==> src/verilog/irq_seq_consts.svh <==
// Constants for the interrupt and exception sequencer
`ifndef IRQ_SEQ_CONSTS_SVH
`define IRQ_SEQ_CONSTS_SVH
`define PC_RESET_VALUE 16'h0000
`define SP_RESET_VALUE 6'h3f
`define SP_HIGH_PATTERN 8'h03
`define STACK_ADDR_HIGH 8'h00
`define VEC_RESET 16'h3ffe
`define VEC_SWI 16'h3ffc
`define VEC_EXT 16'h3ffa
`define VEC_TIMER 16'h3ff8
`define VEC_ASYNC 16'h3ff6
`define VEC_SYNC 16'h3ff4
`define CCR_RESET 5'h08
`define CCR_BIT_C 0
`define CCR_BIT_Z 1
`define CCR_BIT_N 2
`define CCR_BIT_I 3
`define CCR_BIT_H 4
`define STACK_FRAME_BYTES 3'h5
`define CALL_FRAME_BYTES 3'h2
`define SYNC_STAGES 2
`endif

==> src/verilog/irq_seq_pkg.sv <==
// Types for the interrupt and exception sequencer
package irq_seq_pkg;
	typedef enum logic [6:0] {
		ST_RESET = 7'h01,
		ST_RUN = 7'h02,
		ST_PUSH = 7'h04,
		ST_VEC_HI = 7'h08,
		ST_VEC_LO = 7'h10,
		ST_PULL = 7'h20,
		ST_CALL = 7'h40
	} seq_state_e;
	typedef struct packed {
		logic capture_flag;
		logic compare_flag;
		logic overflow_flag;
		logic capture_int_enable;
		logic compare_int_enable;
		logic overflow_int_enable;
	} timer_irq_s;
	typedef struct packed {
		logic transmit_empty_flag;
		logic transmit_complete_flag;
		logic receive_full_flag;
		logic overrun_flag;
		logic idle_flag;
		logic transmit_int_enable;
		logic receive_int_enable;
		logic idle_int_enable;
	} async_irq_s;
	typedef struct packed {
		logic transfer_complete_flag;
		logic mode_fault_flag;
		logic sync_serial_int_enable;
	} sync_irq_s;
	typedef struct packed {
		logic [7:0] a;
		logic [7:0] b;
		logic carry_in;
		logic [7:0] result;
		logic upd_h;
		logic upd_nz;
		logic upd_c;
		logic c_value;
	} alu_flags_s;
endpackage : irq_seq_pkg

==> src/verilog/cpu_interrupt_sequencing.sv <==
// Interrupt sequencing, stack pointer and condition flags of the core
`timescale 1ns/10ps
`default_nettype none
`include "irq_seq_consts.svh"
//
// Contract
// - Program counter is 16 bits, holds next fetch address.
// - Reset and reload-stack-pointer instruction set pointer to top of stack.
// - Pointer names next free slot; post-decrement push, pre-increment pull.
// - Stack address is 00000011 above six pointer bits, range C0 to FF.
// - Sixty-four byte stack; overflow wraps and overwrites oldest bytes.
// - Call pushes two bytes; interrupt entry pushes five bytes.
// - Five flag bits; half carry from bit 3 into bit 4 on adds.
// - Mask flag blocks maskable sources; requests stay latched meanwhile.
// - Negative and zero flags follow the last result.
// - Carry records ALU carry or borrow, also shifts and bit tests.
// - Entry pushes registers and sets mask; return restores and resumes.
// - Hardware interrupts wait for the current instruction to finish.
// - At each boundary take a source only if unmasked and enabled.
// - External request wins over timer and serial requests.
// - Software interrupt ignores mask and vectors through 3FFC.
// - Falling edge on the pin latches a synchronized request; vector 3FFA.
// - Port B pins with pull-ups act as extra external sources.
// - Sensitivity is edge-and-level or edge-only, chosen by option bit.
// - External latch clears early in service so one more pulse latches.
// - Timer interrupt from three enabled flags; vector 3FF8.
// - Async serial interrupt from five enabled flags; vector 3FF6.
// - Sync serial interrupt from two flags under one enable; vector 3FF4.
module cpu_interrupt_sequencing #(
	parameter int PORTB_WIDTH = 8
) (
	input wire logic i_clk_sys,
	input wire logic i_reset_n,
	input wire logic i_clk_en,
	input wire logic i_irq_pin_n,
	input wire logic [PORTB_WIDTH-1:0] i_portb_pin,
	input wire logic [PORTB_WIDTH-1:0] i_portb_pullup_en,
	input wire logic i_compat_sel,
	input wire logic i_soft_edge_only,
	input wire logic i_prog_edge_select_bit,
	input wire irq_seq_pkg::timer_irq_s i_timer,
	input wire irq_seq_pkg::async_irq_s i_async,
	input wire irq_seq_pkg::sync_irq_s i_sync,
	input wire logic i_insn_done,
	input wire logic [15:0] i_next_pc,
	input wire logic i_pc_advance,
	input wire logic i_swi,
	input wire logic i_rti,
	input wire logic i_call,
	input wire logic [15:0] i_call_target,
	input wire logic i_reload_sp,
	input wire logic i_push,
	input wire logic i_pull,
	input wire logic [7:0] i_acc,
	input wire logic [7:0] i_index,
	input wire logic [7:0] i_mem_rdata,
	input wire irq_seq_pkg::alu_flags_s i_alu,
	input wire logic i_ccr_wr,
	input wire logic [4:0] i_ccr_wdata,
	output logic [15:0] o_pc,
	output logic [15:0] o_mem_addr,
	output logic [7:0] o_mem_wdata,
	output logic o_mem_wr,
	output logic o_mem_rd,
	output logic [7:0] o_restore_acc,
	output logic [7:0] o_restore_index,
	output logic o_restore_valid,
	output logic [4:0] o_condition_flags,
	output logic o_pin_level,
	output logic o_busy
);
	irq_seq_pkg::seq_state_e state_ff, nxt_state;
	logic [15:0] pc_ff, nxt_pc;
	logic [5:0] sp_ff, nxt_sp;
	logic [4:0] ccr_ff, nxt_ccr;
	logic [2:0] cnt_ff, nxt_cnt;
	logic [15:0] vec_ff, nxt_vec;
	logic [7:0] vhi_ff, nxt_vhi;
	logic [7:0] racc_ff, nxt_racc;
	logic [7:0] rix_ff, nxt_rix;
	logic rvalid_ff, nxt_rvalid;
	logic [15:0] addr_ff, nxt_addr;
	logic [7:0] wdata_ff, nxt_wdata;
	logic wr_ff, nxt_wr, rd_ff, nxt_rd;
	logic [15:0] call_pc_ff, nxt_call_pc;
	logic swi_pend_ff, nxt_swi_pend;
	logic [PORTB_WIDTH:0] sync1_ff, sync2_ff, prev_ff;
	logic ext_latch_ff, nxt_ext_latch;
	wire [PORTB_WIDTH:0] line_low;
	wire [PORTB_WIDTH:0] fall;
	wire any_fall, any_low, edge_only, ext_req, timer_req, async_req;
	wire sync_req, masked, take_ext, take_hw, clear_ext;
	wire [15:0] hw_vec;
	wire [4:0] alu_ccr;
	wire [8:0] sum9;
	wire [4:0] sum5;
	wire [5:0] sp_dec, sp_inc;

	genvar g;
	// Pin lines pass two flip-flops before any logic reads them
	always_ff @(posedge i_clk_sys or negedge i_reset_n) begin
		if (!i_reset_n) begin
			sync1_ff <= '1;
			sync2_ff <= '1;
			prev_ff <= '1;
		end else if (i_clk_en) begin
			sync1_ff <= {i_irq_pin_n, i_portb_pin};
			sync2_ff <= sync1_ff;
			prev_ff <= sync2_ff;
		end
	end
	generate
		for (g = 0; g <= PORTB_WIDTH; g = g + 1) begin : g_line
			if (g == PORTB_WIDTH) begin : g_irq
				assign line_low[g] = ~sync2_ff[g];
			end else begin : g_pb
				assign line_low[g] = ~sync2_ff[g] & i_portb_pullup_en[g];
			end
			assign fall[g] = line_low[g] & prev_ff[g];
		end
	endgenerate
	assign any_fall = |fall;
	assign any_low = |line_low;
	assign o_pin_level = ~any_low;
	// Option source depends on compatibility mode
	assign edge_only = i_compat_sel ? i_prog_edge_select_bit :
		i_soft_edge_only;
	// Level mode keeps request alive while a line is held low
	assign ext_req = ext_latch_ff | (~edge_only & any_low);
	assign timer_req = (i_timer.capture_flag & i_timer.capture_int_enable) |
		(i_timer.compare_flag & i_timer.compare_int_enable) |
		(i_timer.overflow_flag & i_timer.overflow_int_enable);
	assign async_req = ((i_async.transmit_empty_flag |
		i_async.transmit_complete_flag) & i_async.transmit_int_enable) |
		((i_async.receive_full_flag | i_async.overrun_flag) &
		i_async.receive_int_enable) |
		(i_async.idle_flag & i_async.idle_int_enable);
	assign sync_req = (i_sync.transfer_complete_flag |
		i_sync.mode_fault_flag) & i_sync.sync_serial_int_enable;
	assign masked = ccr_ff[`CCR_BIT_I];
	assign take_ext = ~masked & ext_req;
	assign take_hw = ~masked & (ext_req | timer_req | async_req | sync_req);
	assign hw_vec = ext_req ? `VEC_EXT :
		timer_req ? `VEC_TIMER :
		async_req ? `VEC_ASYNC : `VEC_SYNC;
	assign clear_ext = (state_ff == irq_seq_pkg::ST_PUSH) &&
		(cnt_ff == 3'h0) && (vec_ff == `VEC_EXT);
	// Set wins over clear so a pulse during service is not lost
	assign nxt_ext_latch = any_fall | (ext_latch_ff & ~clear_ext);

	assign sum9 = {1'b0, i_alu.a} + {1'b0, i_alu.b} +
		{8'h00, i_alu.carry_in};
	assign sum5 = {1'b0, i_alu.a[3:0]} + {1'b0, i_alu.b[3:0]} +
		{4'h0, i_alu.carry_in};
	assign alu_ccr[`CCR_BIT_H] = i_alu.upd_h ? sum5[4] :
		ccr_ff[`CCR_BIT_H];
	assign alu_ccr[`CCR_BIT_I] = ccr_ff[`CCR_BIT_I];
	assign alu_ccr[`CCR_BIT_N] = i_alu.upd_nz ? i_alu.result[7] :
		ccr_ff[`CCR_BIT_N];
	assign alu_ccr[`CCR_BIT_Z] = i_alu.upd_nz ? (i_alu.result == 8'h00) :
		ccr_ff[`CCR_BIT_Z];
	assign alu_ccr[`CCR_BIT_C] = i_alu.upd_c ? i_alu.c_value :
		ccr_ff[`CCR_BIT_C];
	// Six-bit pointer arithmetic wraps on its own
	assign sp_dec = sp_ff - 6'h01;
	assign sp_inc = sp_ff + 6'h01;

	always_comb begin
		nxt_state = state_ff;
		nxt_pc = pc_ff;
		nxt_sp = sp_ff;
		nxt_ccr = ccr_ff;
		nxt_cnt = cnt_ff;
		nxt_vec = vec_ff;
		nxt_vhi = vhi_ff;
		nxt_racc = racc_ff;
		nxt_rix = rix_ff;
		nxt_rvalid = 1'b0;
		nxt_addr = addr_ff;
		nxt_wdata = wdata_ff;
		nxt_wr = 1'b0;
		nxt_rd = 1'b0;
		nxt_call_pc = call_pc_ff;
		nxt_swi_pend = swi_pend_ff;
		case (state_ff)
			irq_seq_pkg::ST_RESET: begin
				nxt_vec = `VEC_RESET;
				nxt_addr = `VEC_RESET;
				nxt_rd = 1'b1;
				nxt_state = irq_seq_pkg::ST_VEC_HI;
			end
			irq_seq_pkg::ST_RUN: begin
				if (i_pc_advance) begin
					nxt_pc = i_next_pc;
				end
				if (i_ccr_wr) begin
					nxt_ccr = i_ccr_wdata;
				end else begin
					nxt_ccr = alu_ccr;
				end
				if (i_swi) begin
					nxt_swi_pend = 1'b1;
				end
				if (i_reload_sp) begin
					nxt_sp = `SP_RESET_VALUE;
				end else if (i_push) begin
					nxt_sp = sp_dec;
				end else if (i_pull) begin
					nxt_sp = sp_inc;
				end
				// Only boundaries are checked, never mid-instruction
				if (i_insn_done) begin
					nxt_cnt = 3'h0;
					if (take_hw) begin
						nxt_vec = hw_vec;
						nxt_state = irq_seq_pkg::ST_PUSH;
					end else if (i_swi | swi_pend_ff) begin
						// Hardware requests pending at fetch go first
						nxt_swi_pend = 1'b0;
						nxt_vec = `VEC_SWI;
						nxt_state = irq_seq_pkg::ST_PUSH;
					end else if (i_rti) begin
						nxt_sp = sp_inc;
						nxt_addr = {`STACK_ADDR_HIGH, 2'b11, sp_inc};
						nxt_rd = 1'b1;
						nxt_state = irq_seq_pkg::ST_PULL;
					end else if (i_call) begin
						nxt_call_pc = i_call_target;
						nxt_state = irq_seq_pkg::ST_CALL;
					end
				end
			end
			irq_seq_pkg::ST_PUSH: begin
				// Vector read waits a cycle so the last write is not lost
				if (cnt_ff == `STACK_FRAME_BYTES) begin
					nxt_ccr[`CCR_BIT_I] = 1'b1;
					nxt_addr = vec_ff;
					nxt_rd = 1'b1;
					nxt_state = irq_seq_pkg::ST_VEC_HI;
				end else begin
					// Order: PC low, PC high, index, accumulator, flags
					nxt_addr = {`STACK_ADDR_HIGH, 2'b11, sp_ff};
					nxt_wr = 1'b1;
					nxt_sp = sp_dec;
					case (cnt_ff)
						3'h0: nxt_wdata = pc_ff[7:0];
						3'h1: nxt_wdata = pc_ff[15:8];
						3'h2: nxt_wdata = i_index;
						3'h3: nxt_wdata = i_acc;
						default: nxt_wdata = {3'h7, ccr_ff};
					endcase
					nxt_cnt = cnt_ff + 3'h1;
				end
			end
			irq_seq_pkg::ST_CALL: begin
				nxt_addr = {`STACK_ADDR_HIGH, 2'b11, sp_ff};
				nxt_wr = 1'b1;
				nxt_sp = sp_dec;
				nxt_wdata = (cnt_ff == 3'h0) ? pc_ff[7:0] : pc_ff[15:8];
				nxt_cnt = cnt_ff + 3'h1;
				if (cnt_ff == `CALL_FRAME_BYTES - 3'h1) begin
					nxt_pc = call_pc_ff;
					nxt_state = irq_seq_pkg::ST_RUN;
				end
			end
			irq_seq_pkg::ST_VEC_HI: begin
				// Read data stands the cycle after its strobe
				nxt_addr = vec_ff + 16'h0001;
				nxt_rd = 1'b1;
				nxt_cnt = 3'h0;
				nxt_state = irq_seq_pkg::ST_VEC_LO;
			end
			irq_seq_pkg::ST_VEC_LO: begin
				if (cnt_ff == 3'h0) begin
					nxt_vhi = i_mem_rdata;
					nxt_cnt = 3'h1;
				end else begin
					nxt_pc = {vhi_ff, i_mem_rdata};
					nxt_state = irq_seq_pkg::ST_RUN;
				end
			end
			irq_seq_pkg::ST_PULL: begin
				// Byte of the strobe seen in the last cycle arrives now
				nxt_cnt = cnt_ff + 3'h1;
				case (cnt_ff)
					3'h0: nxt_cnt = 3'h1;
					3'h1: nxt_ccr = i_mem_rdata[4:0];
					3'h2: nxt_racc = i_mem_rdata;
					3'h3: nxt_rix = i_mem_rdata;
					3'h4: nxt_pc[15:8] = i_mem_rdata;
					default: nxt_pc[7:0] = i_mem_rdata;
				endcase
				if (cnt_ff == `STACK_FRAME_BYTES) begin
					nxt_rvalid = 1'b1;
					nxt_state = irq_seq_pkg::ST_RUN;
				end else if (cnt_ff < `STACK_FRAME_BYTES - 3'h1) begin
					nxt_sp = sp_inc;
					nxt_addr = {`STACK_ADDR_HIGH, 2'b11, sp_inc};
					nxt_rd = 1'b1;
				end
			end
			default: nxt_state = irq_seq_pkg::ST_RESET;
		endcase
	end

	always_ff @(posedge i_clk_sys or negedge i_reset_n) begin
		if (!i_reset_n) begin
			state_ff <= irq_seq_pkg::ST_RESET;
			pc_ff <= `PC_RESET_VALUE;
			sp_ff <= `SP_RESET_VALUE;
			ccr_ff <= `CCR_RESET;
			cnt_ff <= 3'h0;
			vec_ff <= `VEC_RESET;
			vhi_ff <= 8'h00;
			racc_ff <= 8'h00;
			rix_ff <= 8'h00;
			rvalid_ff <= 1'b0;
			addr_ff <= 16'h0000;
			wdata_ff <= 8'h00;
			wr_ff <= 1'b0;
			rd_ff <= 1'b0;
			call_pc_ff <= 16'h0000;
			swi_pend_ff <= 1'b0;
			ext_latch_ff <= 1'b0;
		end else if (i_clk_en) begin
			state_ff <= nxt_state;
			pc_ff <= nxt_pc;
			sp_ff <= nxt_sp;
			ccr_ff <= nxt_ccr;
			cnt_ff <= nxt_cnt;
			vec_ff <= nxt_vec;
			vhi_ff <= nxt_vhi;
			racc_ff <= nxt_racc;
			rix_ff <= nxt_rix;
			rvalid_ff <= nxt_rvalid;
			addr_ff <= nxt_addr;
			wdata_ff <= nxt_wdata;
			wr_ff <= nxt_wr;
			rd_ff <= nxt_rd;
			call_pc_ff <= nxt_call_pc;
			swi_pend_ff <= nxt_swi_pend;
			ext_latch_ff <= nxt_ext_latch;
		end
	end

	assign o_pc = pc_ff;
	assign o_mem_addr = addr_ff;
	assign o_mem_wdata = wdata_ff;
	assign o_mem_wr = wr_ff;
	assign o_mem_rd = rd_ff;
	assign o_restore_acc = racc_ff;
	assign o_restore_index = rix_ff;
	assign o_restore_valid = rvalid_ff;
	assign o_condition_flags = ccr_ff;
	assign o_busy = (state_ff != irq_seq_pkg::ST_RUN);
endmodule : cpu_interrupt_sequencing
`default_nettype wire

==> config.mk <==
export PLATFORM = sky130hd
export DESIGN_NAME = cpu_interrupt_sequencing
export DESIGN_NICKNAME = d
export VERILOG_FILES = /design/src/verilog/irq_seq_pkg.sv /design/src/verilog/cpu_interrupt_sequencing.sv
export VERILOG_INCLUDE_DIRS = /design/src /design/src/verilog
export SDC_FILE = /design/constraint.sdc
export NUM_CORES = 1
export LEC_CHECK = 0
export BUFFER_PORTS_ARGS = -buffer_cell sky130_fd_sc_hd__buf_2
export CAP_MARGIN = 20
export CORE_ASPECT_RATIO = 0.6
export CORE_MARGIN = 3
export CORE_UTILIZATION = 53
export DETAILED_ROUTE_END_ITERATION = 10
export GPL_TIMING_DRIVEN = 1
export PLACE_DENSITY_LB_ADDON = 0.12
export SYNTH_ARGS = -nofsm -noshare
export SYNTH_HDL_FRONTEND = slang
export SYNTH_SLANG_ARGS = --single-unit
==> constraint.sdc <==
create_clock -name i_clk_sys -period 3.3 [get_ports i_clk_sys]
set_input_delay 0.165 -clock i_clk_sys [delete_from_list [all_inputs] [get_ports i_clk_sys]]
set_output_delay 0.165 -clock i_clk_sys [all_outputs]
set_load 0.1 [all_outputs]
## Yosys cells after proc, flatten, opt, wreduce, memory -nomap -nowiden

Cells that the tools add are included.

- Output and inout port bits: 66
- Register bits: 149
- Word-level logic and storage cells: 233

- Order comparisons: 1
- Mux-type cells: 77
- Bitwise logic cells: 56
- Equal/unequal tests: 36
- $add $sub $neg: 6
- Reductions and logical operators: 33

Operators by type and width:

| kind | number |
|---|---|
| 2-to-1 mux 16 bit | 13 |
| one-hot mux 16 bit (6 select lines) | 1 |
| one-hot mux 16 bit (4 select lines) | 1 |
| 2-to-1 mux 7 bit | 9 |
| 2-to-1 mux 6 bit | 10 |
| one-hot mux 7 bit (7 select lines) | 1 |
| 2-to-1 mux 8 bit | 4 |
| one-hot mux 16 bit (2 select lines) | 1 |
| one-hot mux 8 bit (4 select lines) | 1 |
| inequality test 2 bit (second input constant) | 15 |
| AND 1 bit | 27 |
| one-hot mux 6 bit (4 select lines) | 1 |
| 2-to-1 mux 1 bit | 19 |
| one-hot mux 3 bit (6 select lines) | 1 |
| OR reduction 9 bit | 2 |
| adder 16 x 1 -> 16 bit (second input constant) | 1 |
| equality test 16 x 14 -> 1 bit (second input constant) | 1 |
| NOT 1 bit | 16 |
| one-hot mux 8 bit (2 select lines) | 1 |
| AND reduction 4 bit | 4 |
| AND reduction 5 bit | 3 |
| AND reduction 7 bit | 2 |
| OR 1 bit | 13 |
| 2-to-1 mux 3 bit | 4 |
| 40 further kinds | 58 |

## Logic depth before layout (Yosys ltp)

- Word-level depth: 12
- Gate-level depth with buffers: 11

## Worst setup path after synthesis

No wires, ideal clock.

- Path kind: register -> register
- From: reg state_ff[0]
- To: reg addr_ff[0], in the netlist o_mem_addr[0]
- Cell stages (with the launch flop): 10
- Buffers on the path: 2
- Data required time: 3,174 ps
- Slack: 592 ps
- Arrival time: 2,582 ps
- Clock period less this slack: 2,708 ps
- Path through: dfstp_2 > buf_4 > nand2b_1 > nor4_4 > buf_4 > inv_2 > nand2_1 > o311a_1 > o21ai_4 > mux2_2

- Word-level cells in the longest chain between the ends: 3

RTL lines:

| item | RTL line | source |
|---|---|---|
| start: declaration | cpu_interrupt_sequencing.sv:72 | `irq_seq_pkg::seq_state_e state_ff, nxt_state;` |
| start signal: assignment | cpu_interrupt_sequencing.sv:308 | `state_ff <= irq_seq_pkg::ST_RESET;` |
| start signal: assignment | cpu_interrupt_sequencing.sv:326 | `state_ff <= nxt_state;` |
| equality test 7 x 3 -> 1 bit, or another cell as far along | cpu_interrupt_sequencing.sv:185 | `case (state_ff)` |
| nonzero test 6 bit (no line) / inequality test 2 bit (equally long branches) | -- |  |
| AND reduction 8 bit (no line) | -- |  |
| end signal: assignment | cpu_interrupt_sequencing.sv:336 | `addr_ff <= nxt_addr;` |
| end: declaration | cpu_interrupt_sequencing.sv:82 | `logic [15:0] addr_ff, nxt_addr;` |

Parallel ways exist; a longest one is shown, timed or not.
A chain may end at the register's enable or synchronous reset.

## Worst setup path after layout

- From: reg state_ff[6]
- To: reg addr_ff[1], in the netlist o_mem_addr[1]

The elaborated chain is that of the path after synthesis.

==> impl_results.md <==
* Status: complete, no violations
* CTS Buf Count at 17
* Core Rows at 32
* Final Instance Area at 0.009243 sq mm
* Total Die Area at 0.01531 sq mm
* Cell family contributing the most delay on the critical path: simple AND/OR/NAND/NOR gates
* Average cell area after synthesis at 10.26 sq um
* Vias in the first global route at 6524
* Root Driver: sky130_fd_sc_hd__clkbuf_16
* Cell accounting for the most synthesized area: sky130_fd_sc_hd__dfrtp_1
* Cell Int Power at 4.300 mW
* Net total in the final layout at 1073
* Setup repair after global routing missed its margin: false
* Area post-placement at 0.008429 sq mm
* Synthesized-area fraction occupied by adder cells at 1.879%
* Endpoint class of the critical path: register
* Sequential share of the synthesized area at 44.37%
* Placed cell count at 1050
* Synth-to-Final Area Change at 26.17%
* Main combinational cell family by area after synthesis: multiplexers
* Post-synthesis instance total at 714
* Detailed-placement wirelength estimate at 16300 um
* X dimension of the die at 157.8 um
* Complex-gate fraction of the synthesized area at 15.73%
* Number of fill cells in the layout at 984
* Worst-path clk slew at 0.06 ns
* Sequential fraction of design power at 28.5%
* Yosys warns at 0
* Depth of the critical timing path with buffers and inverters included at 8
* Slew at the pin with the worst max-slew slack at 0.8738 ns
* Launch point of the worst reg-to-reg path: state_ff[6]
* Diodes inserted at 0
* Max-cap violations at 0
* Post-CTS Hold Fix Bufs at 24
* Worst Clk Skew at 0.009681 ns
* Top area cells in the synthesized netlist: sky130_fd_sc_hd__dfrtp_1 (31%), sky130_fd_sc_hd__dfstp_2 (14%), sky130_fd_sc_hd__mux2_2 (12%)
* Number of gates given a new drive strength after cts at 0
* Count of boundary I/O pins at 205
* Final Cycle Share at 84.23%
* Number of synthesized register bits at 128
* Number of optimization iterations in the first detailed-route pass at 5
* Slew Limit Fails at 0
* DRT iter0 DRCs at 560
* Minimum setup slack in the final design at 0.5204 ns
* Worst hold slack across all endpoints at 0.01702 ns
* Switching Power at 4.351 mW
* Source of the worst hold timing path: i_irq_pin_n
* Most used standard cell by instance count after synthesis: sky130_fd_sc_hd__dfrtp_1
* Crit path kind: reg2reg
* Last element of the critical path: o_mem_addr[1]
* CP bufs+invs at 2
* Most used DFF post-synth: sky130_fd_sc_hd__dfrtp_1
* Delay of the slowest critical-path stage at 0.58 ns
* Simple-gate share of the synthesized area at 15.85%
* Initial core utilization at 55.61%
* Netlist area before placement at 0.007326 sq mm
* Number of standard cells in the final layout excluding fillers at 1106
* Average wire per standard cell at 20.09 um
* Post-route ant nets at 0
* Part of the total power dissipated in combinational logic at 50.3%
* DRC violations left at 0
* Post-Route WL at 22220 um
* Xor-xnor portion of the synthesized cell area at 1.554%
* Number of I/O port buffers at 194
* Asr flop ratio synth at 100.0%
* CP startpoint kind: register
* Post-synth EDFFs at 0
* End of the worst register-to-register path: o_mem_addr[1]
* Total routing resource utilization after global routing at 29.05%
* Core Area at 0.01317 sq mm
* Slowest library cell on the worst path: sky130_fd_sc_hd__or3_1
* Worst setup path startpoint: state_ff[6]
* Wire length of the first global-routing pass at 34770 um
* Power share of the clock group at 21.2%
* Worst VDD drop at 0.6264 mV
* Antenna violations before repair at 0
* Mux contribution to synthesized area at 16.04%
* Clk sink count at 128
* Die Ht at 97.07 um
* Setup slack on the worst flop-to-flop path at 0.52 ns
* Cell area power density at 936.0 mW/mm^2
* Path type of the worst min-delay path: in2reg
* Depth of the CTS H-tree at 4
* Depth of the worst hold-timing path at 2
* Worst slack at placement at 0.5778 ns
* Worst-case reg-to-reg path depth at 8
* Postcts setup bufs at 0
* Max Freq at 359.8 MHz
* Routability congestion estimate from global placement at 0.9502
* Maximum number of pins on one net before global-route repair at 78
* Clk buf depth at 2
* Post-route core utilization at 70.17%
* Number of vias in the routed layout at 6634
* Overflow left after global routing at 0
* Most numerous cell types in the synthesized netlist: sky130_fd_sc_hd__dfrtp_1 (90), sky130_fd_sc_hd__nand2_1 (83), sky130_fd_sc_hd__mux2_2 (79), sky130_fd_sc_hd__nor2_1 (43), sky130_fd_sc_hd__dfstp_2 (38)
* Total chip power at 8.651 mW
* Final worst path period need at 2.780 ns
* Fraction of power spent switching nets at 50.29%
* Final count of negative-setup-slack endpoints at 0
* CP Data Arrival Time at 3.07 ns
* Final Hold Vio Count at 0
* Req. time, crit path at 3.59 ns
* Largest driver fanout on the critical path at 13
* Clock insertion delay at the later pin of the skew report at 0.42 ns
* Cells traversed along the worst timing path: or3_1 -> nor4_4 -> buf_4 -> inv_2 -> nand2_1 -> o311a_1 -> o21ai_4 -> mux2_1
* Post-Route Setup TNS at 0 ns
* Count of unique library cells instantiated by Yosys at 70
* Via count normalized by instance count at 5.998
* Share of the synthesized area in the top cell type at 30.74%
* Reported leakage power at 4.270 nW
* Fraction of layout cells with a size suffix above 1 at 41.99%
* Clock tree from TritonCTS: yes
* Normalized max-slew margin at 41.53%
metal layers:
layer	GRT usage (%)	up-vias	part of all wire (%)
met5	0	-	0
met4	7.067	0	1.1
met3	7.877	24	9.5
met2	42.24	309	44
li1	-	3031	-
met1	43.24	3270	45
power groups by stage:
stage	Combinational [mW]	Clock, mW	Sequential (mW)
after CTS	4.31	1.85	2.45
after global placement	4.19	0	2.44
final	4.35	1.84	2.47
after floorplan	2.01	0	3.74
after global routing	4.61	1.93	2.52
after detailed placement	4.26	0	2.47
cell families after synthesis:
| group | count (synthesis) |
|---|---|
| other | 1 |
| AO/OA/AOI/OAI | 165 |
| multiplexers | 102 |
| adder cells (fa/ha/maj) | 11 |
| XOR/XNOR | 13 |
| flip-flops | 128 |
| AND/OR/NAND/NOR | 227 |
| buffers and inverters | 67 |
worst min path at each step:
stage                     slack (ns)             to
after global routing           0.005    sync1_ff[8]
after floorplan                -0.13  call_pc_ff[0]
after detailed placement        0.26  o_mem_addr[4]
after global placement          0.25  o_mem_addr[4]
after CTS                      0.004    sync1_ff[8]
final                           0.02    sync1_ff[8]
area by class of cell:
class	count	area (sq um)	area share, %
multi-input combinational	520	3762	40.71
sequential	128	3251	35.17
timing repair buffer	238	1376	14.89
clock buffer	17	425.4	4.603
tap	170	212.7	2.301
clock inverter	15	147.6	1.597
inverter	18	67.56	0.7310
layout by cell type (no fill, tap or decap), types with 13 or more instances in the layout:
master	netlist	final
sky130_fd_sc_hd__nor3_1	16	16
sky130_fd_sc_hd__a22oi_1	25	25
sky130_fd_sc_hd__nor2b_1	13	13
sky130_fd_sc_hd__nand3_1	15	15
sky130_fd_sc_hd__a21oi_1	36	36
sky130_fd_sc_hd__inv_1	17	17
sky130_fd_sc_hd__dlygate4sd3_1	0	24
sky130_fd_sc_hd__dfstp_2	38	38
sky130_fd_sc_hd__mux2_2	79	79
sky130_fd_sc_hd__dfrtp_1	90	90
sky130_fd_sc_hd__nand2_1	83	83
sky130_fd_sc_hd__buf_4	15	20
sky130_fd_sc_hd__o21ai_0	31	31
sky130_fd_sc_hd__buf_2	7	193
sky130_fd_sc_hd__nor2_1	43	43
sky130_fd_sc_hd__clkbuf_16	0	17
state kept, by name (all words and copies together), names as in the netlist, 3 cells and up:
| register | count |
|---|---|
| vhi_ff | 8 |
| o_restore_acc | 8 |
| cnt_ff | 3 |
| prev_ff | 9 |
| o_mem_addr | 8 |
| call_pc_ff | 16 |
| sync1_ff | 9 |
| o_restore_index | 8 |
| vec_ff | 3 |
| sync2_ff | 9 |
| o_mem_wdata | 8 |
| o_condition_flags | 5 |
| state_ff | 7 |
| sp_ff | 6 |
| o_pc | 16 |
Power figures use the tool's default switching activity.
